$ cat src/rst_vec_pkg.sv
// Shared constants and types for the reset and vector control block.
package rst_vec_pkg;
  localparam int NUM_IRQ = 8;
  localparam logic [8:0] RESET_VECTOR = 9'h0_000;
  localparam logic [1:0] DELAY_SEL_DEFAULT = 2'h0;
  localparam logic [1:0] DELAY_SEL_LONG_A = 2'h0;
  localparam logic [1:0] DELAY_SEL_LONG_B = 2'h1;
  localparam logic [1:0] DELAY_SEL_MID = 2'h2;
  localparam logic [1:0] DELAY_SEL_SHORT = 2'h3;
  localparam logic [16:0] WDOG_CYC_LONG = 17'h1_0000;
  localparam logic [16:0] WDOG_CYC_MID = 17'h0_1000;
  localparam logic [16:0] WDOG_CYC_SHORT_NOBOD = 17'h0_0008;
  localparam logic [16:0] WDOG_CYC_SHORT_BOD = 17'h0_0020;
  localparam logic [4:0] CLK_CYC_STARTUP = 5'h12;
  localparam int PIN_MIN_NS = 500;
  localparam int CLK_PERIOD_NS = 10;
  localparam int PIN_MIN_CYC = (PIN_MIN_NS + CLK_PERIOD_NS - 1) / CLK_PERIOD_NS;
  localparam logic [31:0] ADDR_CAUSE = 32'h0000_0000;
  localparam logic [31:0] ADDR_CTRL = 32'h0000_0004;
  localparam logic [31:0] ADDR_IRQ_EN = 32'h0000_0008;
  localparam logic [31:0] ADDR_IRQ_STAT = 32'h0000_000C;
  localparam logic [31:0] ADDR_IRQ_MASK = 32'h0000_0010;
  localparam int CAUSE_POR = 0;
  localparam int CAUSE_EXT = 1;
  localparam int CAUSE_BOD = 2;
  localparam int CAUSE_WDOG = 3;
  localparam int CTRL_GIE = 0;
  localparam int CTRL_WAKE = 1;
  localparam logic [1:0] HTRANS_NONSEQ = 2'h2;
  typedef enum logic [1:0] {
    SEQ_HOLD = 2'b00,
    SEQ_WDOG = 2'b01,
    SEQ_CLK = 2'b10,
    SEQ_RUN = 2'b11
  } seq_state_t;
endpackage

$ cat src/level_sync.sv
// Two-flop synchroniser for a level arriving from another domain.
`timescale 1ns/1ps
`default_nettype none
module level_sync
(
  input wire logic mclk,
  input wire logic resetn,
  input wire logic asyncIn,
  input wire logic resetVal,
  output logic syncOut
);
  import rst_vec_pkg::*;
  logic meta_ff;
  always_ff @(posedge mclk or negedge resetn)
  begin
    if (!resetn)
    begin
      meta_ff <= 1'b0;
      syncOut <= 1'b0;
    end
    else
    begin
      meta_ff <= asyncIn ^ resetVal;
      syncOut <= meta_ff;
    end
  end
endmodule
`default_nettype wire

$ cat src/irq_priority.sv
// Fixed-priority selection of the lowest pending enabled interrupt vector.
`timescale 1ns/1ps
`default_nettype none
module irq_priority
(
  input wire logic [rst_vec_pkg::NUM_IRQ-1:0] pending,
  output logic anyHit,
  output logic [8:0] vector
);
  import rst_vec_pkg::*;
  always_comb
  begin
    anyHit = 1'b0;
    vector = RESET_VECTOR;
    // Scanning from the top lets the lowest index overwrite, so it wins.
    for (int i = NUM_IRQ - 1; i >= 0; i--)
    begin
      if (pending[i])
      begin
        anyHit = 1'b1;
        vector = RESET_VECTOR + 9'(i + 1);
      end
    end
  end
endmodule
`default_nettype wire

$ cat src/reset_and_vector_control.sv
// Reset merging, start-up delay, reset-cause flags and interrupt vectoring.
//
// Local design decisions: the AHB-Lite register port and the register offsets.
`timescale 1ns/1ps
`default_nettype none
module reset_and_vector_control
(
  input wire logic mclk,
  input wire logic resetn,
  input wire logic porActive,
  input wire logic brownoutDetector,
  input wire logic extResetn,
  input wire logic wdogExpire,
  input wire logic wdogEnable,
  input wire logic wdogOscTick,
  input wire logic powerDownWake,
  input wire logic [1:0] startupDelaySelect,
  input wire logic brownoutEnableFuse,
  input wire logic [rst_vec_pkg::NUM_IRQ-1:0] irqRequest,
  input wire logic irqAck,
  input wire logic haddrValid,
  input wire logic hsel,
  input wire logic [31:0] haddr,
  input wire logic [1:0] htrans,
  input wire logic hwrite,
  input wire logic [2:0] hsize,
  input wire logic [31:0] hwdata,
  input wire logic hready,
  output logic [31:0] hrdata,
  output logic hreadyout,
  output logic hresp,
  output logic coreResetn,
  output logic [8:0] fetchVector,
  output logic irqTake,
  output logic irqOut
);
  import rst_vec_pkg::*;

  logic porSync, bodSync, pinLowSync, wdogSync, wdogEnSync, tickSync, wakeSync;
  logic tickPrev_ff;
  logic [NUM_IRQ-1:0] reqSync;
  logic [5:0] pinLowCnt_ff;
  logic pinReset_ff;
  logic wdogPulse_ff;
  logic wdogArmPrev_ff;
  logic anyReset;
  seq_state_t state_ff;
  logic [16:0] wdogCnt_ff;
  logic [4:0] clkCnt_ff;
  logic [16:0] wdogTarget;
  logic [3:0] cause_ff;
  logic [1:0] ctrl_ff;
  logic [NUM_IRQ-1:0] irqEn_ff;
  logic [3:0] irqStat_ff;
  logic [3:0] irqMask_ff;
  logic [3:0] events;
  logic [NUM_IRQ-1:0] eligible;
  logic anyHit;
  logic [8:0] selVector;
  logic wrPend_ff, rdPend_ff;
  logic [31:0] addrLatch_ff;
  logic wrCause, wrCtrl, wrEn, wrStat, wrMask;

  // Pins and analog detectors are asynchronous; each passes two flops first.
  level_sync uPor (.mclk(mclk), .resetn(resetn), .asyncIn(porActive), .resetVal(1'b0),
    .syncOut(porSync));
  level_sync uBod (.mclk(mclk), .resetn(resetn), .asyncIn(brownoutDetector),
    .resetVal(1'b0), .syncOut(bodSync));
  level_sync uPin (.mclk(mclk), .resetn(resetn), .asyncIn(extResetn), .resetVal(1'b1),
    .syncOut(pinLowSync));
  level_sync uWdg (.mclk(mclk), .resetn(resetn), .asyncIn(wdogExpire), .resetVal(1'b0),
    .syncOut(wdogSync));
  level_sync uWdgEn (.mclk(mclk), .resetn(resetn), .asyncIn(wdogEnable), .resetVal(1'b0),
    .syncOut(wdogEnSync));
  level_sync uTick (.mclk(mclk), .resetn(resetn), .asyncIn(wdogOscTick), .resetVal(1'b0),
    .syncOut(tickSync));
  level_sync uWake (.mclk(mclk), .resetn(resetn), .asyncIn(powerDownWake),
    .resetVal(1'b0), .syncOut(wakeSync));

  genvar g;
  generate
    for (g = 0; g < NUM_IRQ; g++)
    begin : gReq
      level_sync uReq (.mclk(mclk), .resetn(resetn), .asyncIn(irqRequest[g]),
        .resetVal(1'b0), .syncOut(reqSync[g]));
    end
  endgenerate

  // A pin held low past the minimum width counts as a pin reset; a system
  // without a running clock is covered by the asynchronous resetn path.
  always_ff @(posedge mclk or negedge resetn)
  begin
    if (!resetn)
    begin
      pinLowCnt_ff <= '0;
      pinReset_ff <= 1'b0;
    end
    else if (pinLowSync)
    begin
      if (pinLowCnt_ff != 6'(PIN_MIN_CYC))
        pinLowCnt_ff <= pinLowCnt_ff + 6'h1;
      pinReset_ff <= (pinLowCnt_ff == 6'(PIN_MIN_CYC)) || pinReset_ff;
    end
    else
    begin
      pinLowCnt_ff <= '0;
      pinReset_ff <= 1'b0;
    end
  end

  // Only the rising edge of an enabled expiry counts, so a level held high
  // gives a single one-clock pulse and the delay starts right after it.
  always_ff @(posedge mclk or negedge resetn)
  begin
    if (!resetn)
    begin
      wdogArmPrev_ff <= 1'b0;
      wdogPulse_ff <= 1'b0;
    end
    else
    begin
      wdogArmPrev_ff <= wdogSync && wdogEnSync;
      wdogPulse_ff <= wdogSync && wdogEnSync && !wdogArmPrev_ff;
    end
  end

  assign anyReset = porSync || (bodSync && brownoutEnableFuse) || pinReset_ff
    || wdogPulse_ff;

  always_ff @(posedge mclk or negedge resetn)
  begin
    if (!resetn)
      tickPrev_ff <= 1'b0;
    else
      tickPrev_ff <= tickSync;
  end

  always_comb
  begin
    case (startupDelaySelect)
      DELAY_SEL_LONG_A: wdogTarget = WDOG_CYC_LONG;
      DELAY_SEL_LONG_B: wdogTarget = WDOG_CYC_LONG;
      DELAY_SEL_MID: wdogTarget = WDOG_CYC_MID;
      default: wdogTarget = brownoutEnableFuse ? WDOG_CYC_SHORT_BOD : WDOG_CYC_SHORT_NOBOD;
    endcase
  end

  // Start-up sequencer: watchdog-oscillator part, then the clock-counted part.
  always_ff @(posedge mclk or negedge resetn)
  begin
    if (!resetn)
    begin
      state_ff <= SEQ_HOLD;
      wdogCnt_ff <= '0;
      clkCnt_ff <= '0;
    end
    else if (anyReset)
    begin
      state_ff <= SEQ_HOLD;
      wdogCnt_ff <= '0;
      clkCnt_ff <= '0;
    end
    else
    begin
      case (state_ff)
        SEQ_HOLD:
          state_ff <= SEQ_WDOG;
        SEQ_WDOG:
          if (tickSync && !tickPrev_ff)
          begin
            if (wdogCnt_ff == wdogTarget - 17'h1)
              state_ff <= SEQ_CLK;
            wdogCnt_ff <= wdogCnt_ff + 17'h1;
          end
        SEQ_CLK:
          if (clkCnt_ff == CLK_CYC_STARTUP - 5'h1)
            state_ff <= SEQ_RUN;
          else
            clkCnt_ff <= clkCnt_ff + 5'h1;
        SEQ_RUN:
          if (wakeSync)
          begin
            state_ff <= SEQ_CLK;
            clkCnt_ff <= '0;
          end
        default:
          state_ff <= SEQ_HOLD;
      endcase
    end
  end

  // The core's reset also reloads its peripheral registers; the working
  // register file has no reset input and so keeps its contents.
  always_ff @(posedge mclk or negedge resetn)
  begin
    if (!resetn)
      coreResetn <= 1'b0;
    else
      coreResetn <= (state_ff == SEQ_RUN) && !anyReset;
  end

  // Cause flags: set wins over a software clear in the same cycle.
  always_ff @(posedge mclk or negedge resetn)
  begin
    if (!resetn)
      cause_ff <= 4'h1;
    else
    begin
      if (porSync)
        cause_ff <= 4'h1;
      else
      begin
        cause_ff[CAUSE_EXT] <= pinReset_ff || (cause_ff[CAUSE_EXT]
          && !(wrCause && !hwdata[CAUSE_EXT]));
        cause_ff[CAUSE_BOD] <= (bodSync && brownoutEnableFuse) || (cause_ff[CAUSE_BOD]
          && !(wrCause && !hwdata[CAUSE_BOD]));
        cause_ff[CAUSE_WDOG] <= wdogPulse_ff || (cause_ff[CAUSE_WDOG]
          && !(wrCause && !hwdata[CAUSE_WDOG]));
        cause_ff[CAUSE_POR] <= cause_ff[CAUSE_POR] && !(wrCause && !hwdata[CAUSE_POR]);
      end
    end
  end

  // Interrupt selection and vectoring.
  assign eligible = reqSync & irqEn_ff & {NUM_IRQ{ctrl_ff[CTRL_GIE]}};

  irq_priority uPri (.pending(eligible), .anyHit(anyHit), .vector(selVector));

  always_ff @(posedge mclk or negedge resetn)
  begin
    if (!resetn)
    begin
      fetchVector <= RESET_VECTOR;
      irqTake <= 1'b0;
    end
    // Follows the next value of coreResetn, so no stale vector shows while held.
    else if (state_ff != SEQ_RUN || anyReset)
    begin
      fetchVector <= RESET_VECTOR;
      irqTake <= 1'b0;
    end
    else
    begin
      fetchVector <= anyHit ? selVector : fetchVector;
      irqTake <= anyHit && !irqTake;
    end
  end

  // Software registers; taking an interrupt clears the global enable.
  always_ff @(posedge mclk or negedge resetn)
  begin
    if (!resetn)
    begin
      ctrl_ff <= '0;
      irqEn_ff <= '0;
      irqMask_ff <= '0;
    end
    else
    begin
      if (wrCtrl)
        ctrl_ff <= hwdata[1:0];
      else if (irqTake || irqAck)
        ctrl_ff[CTRL_GIE] <= 1'b0;
      if (wrEn)
        irqEn_ff <= hwdata[NUM_IRQ-1:0];
      if (wrMask)
        irqMask_ff <= hwdata[3:0];
    end
  end

  assign events = {wdogPulse_ff, bodSync && brownoutEnableFuse, pinReset_ff, porSync};

  always_ff @(posedge mclk or negedge resetn)
  begin
    if (!resetn)
      irqStat_ff <= '0;
    else
      irqStat_ff <= events | (irqStat_ff & ~(wrStat ? hwdata[3:0] : 4'h0));
  end

  always_ff @(posedge mclk or negedge resetn)
  begin
    if (!resetn)
      irqOut <= 1'b0;
    else
      irqOut <= |(irqStat_ff & irqMask_ff);
  end

  // AHB-Lite slave: zero wait states, always OKAY.
  always_ff @(posedge mclk or negedge resetn)
  begin
    if (!resetn)
    begin
      wrPend_ff <= 1'b0;
      rdPend_ff <= 1'b0;
      addrLatch_ff <= '0;
    end
    else if (hready)
    begin
      wrPend_ff <= hsel && htrans == HTRANS_NONSEQ && hwrite;
      rdPend_ff <= hsel && htrans == HTRANS_NONSEQ && !hwrite;
      addrLatch_ff <= haddr;
    end
  end

  assign wrCause = wrPend_ff && addrLatch_ff == ADDR_CAUSE;
  assign wrCtrl = wrPend_ff && addrLatch_ff == ADDR_CTRL;
  assign wrEn = wrPend_ff && addrLatch_ff == ADDR_IRQ_EN;
  assign wrStat = wrPend_ff && addrLatch_ff == ADDR_IRQ_STAT;
  assign wrMask = wrPend_ff && addrLatch_ff == ADDR_IRQ_MASK;

  always_ff @(posedge mclk or negedge resetn)
  begin
    if (!resetn)
      hrdata <= '0;
    else if (hready && hsel && htrans == HTRANS_NONSEQ && !hwrite)
    begin
      case (haddr)
        ADDR_CAUSE: hrdata <= {28'h000_0000, cause_ff};
        ADDR_CTRL: hrdata <= {30'h0000_0000, ctrl_ff};
        ADDR_IRQ_EN: hrdata <= {24'h00_0000, irqEn_ff};
        ADDR_IRQ_STAT: hrdata <= {28'h000_0000, irqStat_ff};
        ADDR_IRQ_MASK: hrdata <= {28'h000_0000, irqMask_ff};
        default: hrdata <= '0;
      endcase
    end
  end

  always_ff @(posedge mclk or negedge resetn)
  begin
    if (!resetn)
    begin
      hreadyout <= 1'b1;
      hresp <= 1'b0;
    end
    else
    begin
      hreadyout <= 1'b1;
      hresp <= 1'b0;
    end
  end
endmodule
`default_nettype wire

$ cat config.mk
export PLATFORM = sky130hd
export DESIGN_NAME = reset_and_vector_control
export DESIGN_NICKNAME = d
export VERILOG_FILES = /design/src/rst_vec_pkg.sv /design/src/level_sync.sv /design/src/irq_priority.sv /design/src/reset_and_vector_control.sv
export SDC_FILE = /design/constraint.sdc
export NUM_CORES = 1
export LEC_CHECK = 0
export ABC_AREA = 0
export BUFFER_PORTS_ARGS = -buffer_cell sky130_fd_sc_hd__clkbuf_2
export CAP_MARGIN = 20
export CORE_MARGIN = 3
export CORE_UTILIZATION = 59
export CTS_CLUSTER_SIZE = 20
export DETAILED_ROUTE_END_ITERATION = 12
export MAX_ROUTING_LAYER = met4
export PLACE_DENSITY = 0.86
export SYNTH_ARGS = -nofsm -noshare
export SYNTH_HDL_FRONTEND = slang
export SYNTH_HIERARCHICAL = 1
export SYNTH_SLANG_ARGS = --single-unit
$ cat constraint.sdc
create_clock -name mclk -period 5.5 [get_ports mclk]
set_input_delay 1.1 -clock mclk [delete_from_list [all_inputs] [get_ports mclk]]
set_output_delay 1.1 -clock mclk [all_outputs]
set_load 0.03 [all_outputs]
* After elaboration in Yosys (flattened, before gate mapping) *
Index checks and enable logic that the tools add are counted.
W data, S select, Z words.

word-level totals
  output and inout port bits = 46
  register bits = 163

cells by class
  muxes and demuxes = 42
  reductions and logical operators = 60
  add/sub/neg operators = 4
  equality and inequality tests = 25
  bitwise logic cells = 7

operators by type and width
  kind                     count
  $eq A32 B4 Y1 const B    4
  $eq A32 B3 Y1 const B    2
  $eq A32 B5 Y1 const B    2
  $logic_not A32 Y1        2
  $mux W17                 3
  $mux W4                  10
  $pmux W8 S5              1
  $pmux W17 S2             1
  $logic_and A1 B1 Y1      24
  $mux W6                  3
  $mux W9                  2
  $add A17 B1 Y17 const B  1
  $eq A17 B17 Y1           1
  $sub A17 B1 Y17 const B  1
  $and A8 B8 Y8            2
  $mux W5                  3
  $logic_not A1 Y1         13
  $mux W1                  12
  $ne A3 B3 Y1 const B     4
  $mux W2                  5
  $pmux W5 S2              1
  $logic_or A1 B1 Y1       9
  $and A4 B4 Y4            2
  $eq A2 B2 Y1 const B     4
  other kinds (20)         26

* Depth between registers and ports, before layout *
  word-level depth = 12
  gate-level depth with buffers = 8
  depth with buffers taken out = 8

* Modules after synthesis *
Netlist, hierarchy kept.

by module, submodules not included
  module                    seq. area each (µm²)  cells each  area an instance (µm²)  times used
  reset_and_vector_control  2728.9                467         5320.1                  1
  level_sync                50.0                  3           58.8                    15
  irq_priority              0.0                   20          130.1                   1

* Worst setup path before layout *
No wires, ideal clock.

  path type = input port to flip-flop
  from = in startupDelaySelect[0]
  to = reg state_ff[0]
  path slack = 2.788 ns
  setup time = 0.140 ns
  stages on the path = 8
  data arrival time = 2.572 ns
  cells stage by stage = nand2_1 -> or2_2 -> ha_1 -> ha_1 -> xor2_1 -> nand4_1 -> nor4_1 -> nor3_1

on the way
  longest elaborated chain between the ends = 7

RTL lines
  item                                              line                             text
  from (decl)                                       reset_and_vector_control.sv:17   input wire logic [1:0] startupDelaySelect,
  $eq A2 B1 Y1 or $logic_not A2 Y1 (tied branches)  reset_and_vector_control.sv:140  case (startupDelaySelect)
  $reduce_or A2 Y1 (no source line)                 n/a
  $pmux W17 S2 (*)                                  reset_and_vector_control.sv:140
  $sub A17 B1 Y17 (*)                               reset_and_vector_control.sv:171  if (wdogCnt_ff == wdogTarget - 17'h1)
  $eq A17 B17 Y1 (*)                                reset_and_vector_control.sv:171
  $ne A3 B3 Y1 (no source line) (*)                 n/a
  $reduce_and A4 Y1 (no source line) (*)            n/a
  to (signal assigned)                              reset_and_vector_control.sv:167  state_ff <= SEQ_WDOG;
  to (signal assigned)                              reset_and_vector_control.sv:172  state_ff <= SEQ_CLK;
  to (signal assigned)                              reset_and_vector_control.sv:177  state_ff <= SEQ_RUN;
  to (decl)                                         reset_and_vector_control.sv:47   seq_state_t state_ff;

Every way passes the cells marked *; elsewhere a longest branch is shown, timed or not.
A chain may end at the register's enable or synchronous reset.

* Worst setup path after layout *
  from = in hready
  to = reg hrdata[4]

on the way
  longest elaborated chain between the ends = 3

RTL lines
  item                               line                             text
  from (decl)                        reset_and_vector_control.sv:28   input wire logic hready,
  $logic_and A1 B1 Y1 (3 in series)  reset_and_vector_control.sv:316  else if (hready && hsel && htrans == HTRANS_NONSEQ && !hwrite)
  to (signal assigned)               reset_and_vector_control.sv:319  ADDR_CAUSE: hrdata <= {28'h000_0000, cause_ff};
  to (signal assigned)               reset_and_vector_control.sv:320  ADDR_CTRL: hrdata <= {30'h0000_0000, ctrl_ff};
  to (signal assigned)               reset_and_vector_control.sv:321  ADDR_IRQ_EN: hrdata <= {24'h00_0000, irqEn_ff};
  to (decl)                          reset_and_vector_control.sv:29   output logic [31:0] hrdata,

No other way between the ends.

==> results_dict.tcl <==
set metrics [dict create \
    synth_xor_area_frac 0.0539 \
    finalHoldViolations 0 \
    crit_path_end_kind "flip-flop" \
    synth.cell_area_sq_um 6330 \
    cts-resized-gates 0 \
    routed_wl_um 13300 \
    cts_setup_buffers 0 \
    drive_above_1_share 0.267 \
    ys_seq_area_frac 0.549 \
    hold_buffers 0 \
    cts_buffers 17 \
    synth-compound-area-share 0.0632 \
    grt_pass1_wl_um 21400 \
    leakage_nw 3.45 \
    cts_tree "yes" \
    synthMuxAreaShare 0.107 \
    synth_top_family_by_area "simple AND/OR/NAND/NOR gates" \
    grt.overflow.total 0 \
    io_pins 140 \
    period_share 0.500 \
    setup_violations 0 \
    required_ns 5.97 \
    synthAdderAreaFrac 0.0138 \
    synth_edf_count 0 \
    vias 4424 \
    switchingPower_w 0.000559 \
    vias_per_cell 5.64 \
    hold_class "flip-flop to flip-flop" \
    die_w_um 110 \
    postSynthAreaPerCell_sq_um 11.9 \
    p_seq_frac 0.449 \
    cts_root_buf "clkbuf_8" \
    p_int_w 0.00194 \
    grt_max_degree 98 \
    combPwrFrac 0.070 \
    r2r_cells 5 \
    ys_ff_latch 139 \
    antenna_cells 0 \
    p_sw_frac 0.224 \
    maxSlewHeadroom 0.435 \
    synth.distinct_cells 60 \
    powerDensity_nw_per_um2 336 \
    crit_type "input pin to flip-flop" \
    slew_violations 0 \
    rows 37 \
    globalplace.congestion 0.796 \
    drtIter0Drc 377 \
    ant_nets 0 \
    skew_ns 0.00820 \
    synthSimpleGateAreaFrac 0.158 \
    dpl_worst_slack_ns 2.22 \
    path_max_fanout 35 \
    tightest_slew_ns 0.848 \
    drv_cap 0 \
    holdPathEnd "gReq[0].uReq/syncOut" \
    clock_sinks 139 \
    synthArstFlopShare 1.00 \
    start_util 0.611 \
    fin_nets 737 \
    netlist_instances 532 \
    layout-area-overhead-vs-synth_pct 17.4 \
    max_freq_mhz 364 \
    p_clk_frac 0.482 \
    cp_data_arrival_time_ns 3.22 \
    grt_pass1_vias 4411 \
    ir_worst_vdd_mv 0.194 \
    holdPathStages 0 \
    clockBufferDepth 2 \
    die_y_um 110 \
    port_buffers 85 \
    final_core_util 0.717 \
    htree_levels 4 \
    hold_path.startpoint "gReq[0].uReq/meta_ff" \
    antenna_found_initial 0 \
    die_area_sq_um 12000 \
    startpoint_type "input pin" \
    clkLatencyLatePin_ns 0.53 \
    drc 0 \
    setup_tns_ns 0 \
    rsz0062_at_grt "no" \
    timing.rr.end "ctrl_ff[1]" \
    period_minus_slack_ns 2.75 \
    hpwl_um 9100 \
    routedWlPerCell_um 16.9 \
    synth_ff_type "dfrtp_1" \
    setup_ws_ns 2.75 \
    grtUsageTotal 0.242 \
    outcome "complete, no violations" \
    clk_pin_slew_worst_paths_ns 0.06 \
    drtPass1Iterations 5 \
    r2r-start "addrLatch_ff[13]" \
    ys_warn_count 6 \
    r2r_setup_slack_ns 3.10 \
    core_area_sq_um 10400 \
    total_power_w 0.00250 \
]
cell usage in the layout (no fill, tap or decap), drive strengths merged, types with 4 or more instances in the layout:
cell type  synthesis  routed
a22o               6       6
or3                4       4
a22oi              4       4
nand3             17      17
ha                 7       7
nor4              20      20
nor3b              5       5
xor2              29      29
nor2              42      42
and2               7       7
nor3               6       6
dfrtp            138     138
conb               3      46
mux2i             14      14
xnor2             10      10
nor2b              6       6
inv                9       9
bufinv             0       4
and3              13      13
a21oi             10      10
nand4              9       9
nand2             27      27
o21ai             14      14
mux2              48      48
clkbuf             8     108
kinds of logic (layout without fill, tap and decap cells):
group,Yosys count,after routing
adders and majority gates,7,7
and+or+nand+nor,175,175
buffers and inverters,53,126
DFF,139,139
AOI/OAI and AO/OA,54,54
other,3,46
muxes,62,62
xor gates and xnor gates,39,39
Yosys cell counts, types with 3 or more instances:
| master | number | area, sq um |
|---|---|---|
| a21o_1 | 3 | 22.5 |
| a22oi_1 | 4 | 30.0 |
| nor2_1 | 42 | 158 |
| a21oi_1 | 10 | 50.1 |
| conb_1 | 3 | 11.3 |
| nand3_1 | 17 | 85.1 |
| a22o_1 | 6 | 52.6 |
| inv_1 | 9 | 33.8 |
| nor2b_1 | 6 | 37.5 |
| nor3_1 | 6 | 30.0 |
| or3_1 | 3 | 18.8 |
| clkbuf_1 | 8 | 30.0 |
| and2_1 | 7 | 43.8 |
| nand4_1 | 9 | 56.3 |
| o21ai_0 | 14 | 70.1 |
| mux2i_1 | 14 | 140 |
| and3_1 | 13 | 81.3 |
| buf_4 | 32 | 240 |
| a211oi_1 | 3 | 22.5 |
| xor2_1 | 29 | 254 |
| xnor2_1 | 10 | 87.6 |
| nand2b_1 | 3 | 18.8 |
| dfrtp_1 | 138 | 3450 |
| nor3b_1 | 4 | 30.0 |
| nand2_1 | 27 | 101 |
| nor4_1 | 17 | 106 |
| ha_1 | 7 | 87.6 |
| mux2_2 | 47 | 529 |
worst max-delay path: stages:
cell and delay [ns]:
clkbuf_2 0.62, or3b_1 0.57, or3_4 0.48, nor3b_4 0.28
a22o_1 0.16
cell type report:
type,instances,area (sq um)
inverter,9,33.8
clock inverter,7,135
timing repair buffer,86,439
tap,136,170
clock buffer,24,490
fill,698,2940
sequential,139,3480
multi-input combinational,383,2690
worst max-delay path by stage:
stage / start / endpoint / slack, ns / depth (start not counted)
after global placement: hready / hrdata[5] / 2.27 / 5
final: hready / hrdata[4] / 2.75 / 5
after global routing: hready / hrdata[6] / 2.64 / 5
after floorplan: startupDelaySelect[0] / state_ff[0] / 2.79 / 8
after detailed placement: hready / hrdata[5] / 2.22 / 5
after CTS: hready / hrdata[5] / 2.77 / 5
power groups by stage:
stage	logic [W]	clock network, W	registers [W]
6_report	0.000174	0.00120	0.00112
5_1_grt	0.000194	0.00126	0.00113
4_1_cts	0.000174	0.00121	0.00112
3_5_place_dp	0.000172	0	0.00114
3_3_place_gp	0.000164	0	0.00113
2_1_floorplan	0.000127	0	0.00112
per-stage QoR:
step / hold WS (ns) / cell area [sq um] / std cells
3_5_place_dp: 0.335 / 6810 / 753
5_1_grt: 0.350 / 7430 / 784
4_1_cts: 0.347 / 7430 / 784
2_1_floorplan: 0.331 / 6490 / 575
6_report: 0.347 / 7430 / 784
3_3_place_gp: 0.332 / 6810 / 753
flip-flops by register name, indices dropped and copies added (netlist names), 2 cells and up:
name / count
gReq.uReq/syncOut: 8
cause_ff: 4
irqStat_ff: 4
state_ff: 2
wdogCnt_ff: 17
addrLatch_ff: 32
irqEn_ff: 8
ctrl_ff: 2
fetchVector: 9
gReq.uReq/meta_ff: 8
hrdata: 8
pinLowCnt_ff: 6
clkCnt_ff: 5
irqMask_ff: 4
routing by layer:
metal	vias to the layer above	wire, um	GRT usage
met5	-	0	-
met4	0	306	0.0997
met3	35	815	0.0669
met2	157	6760	0.375
met1	2217	5380	0.303
li1	2015	-	-
Note: power is estimated with default switching activity, not from simulation.
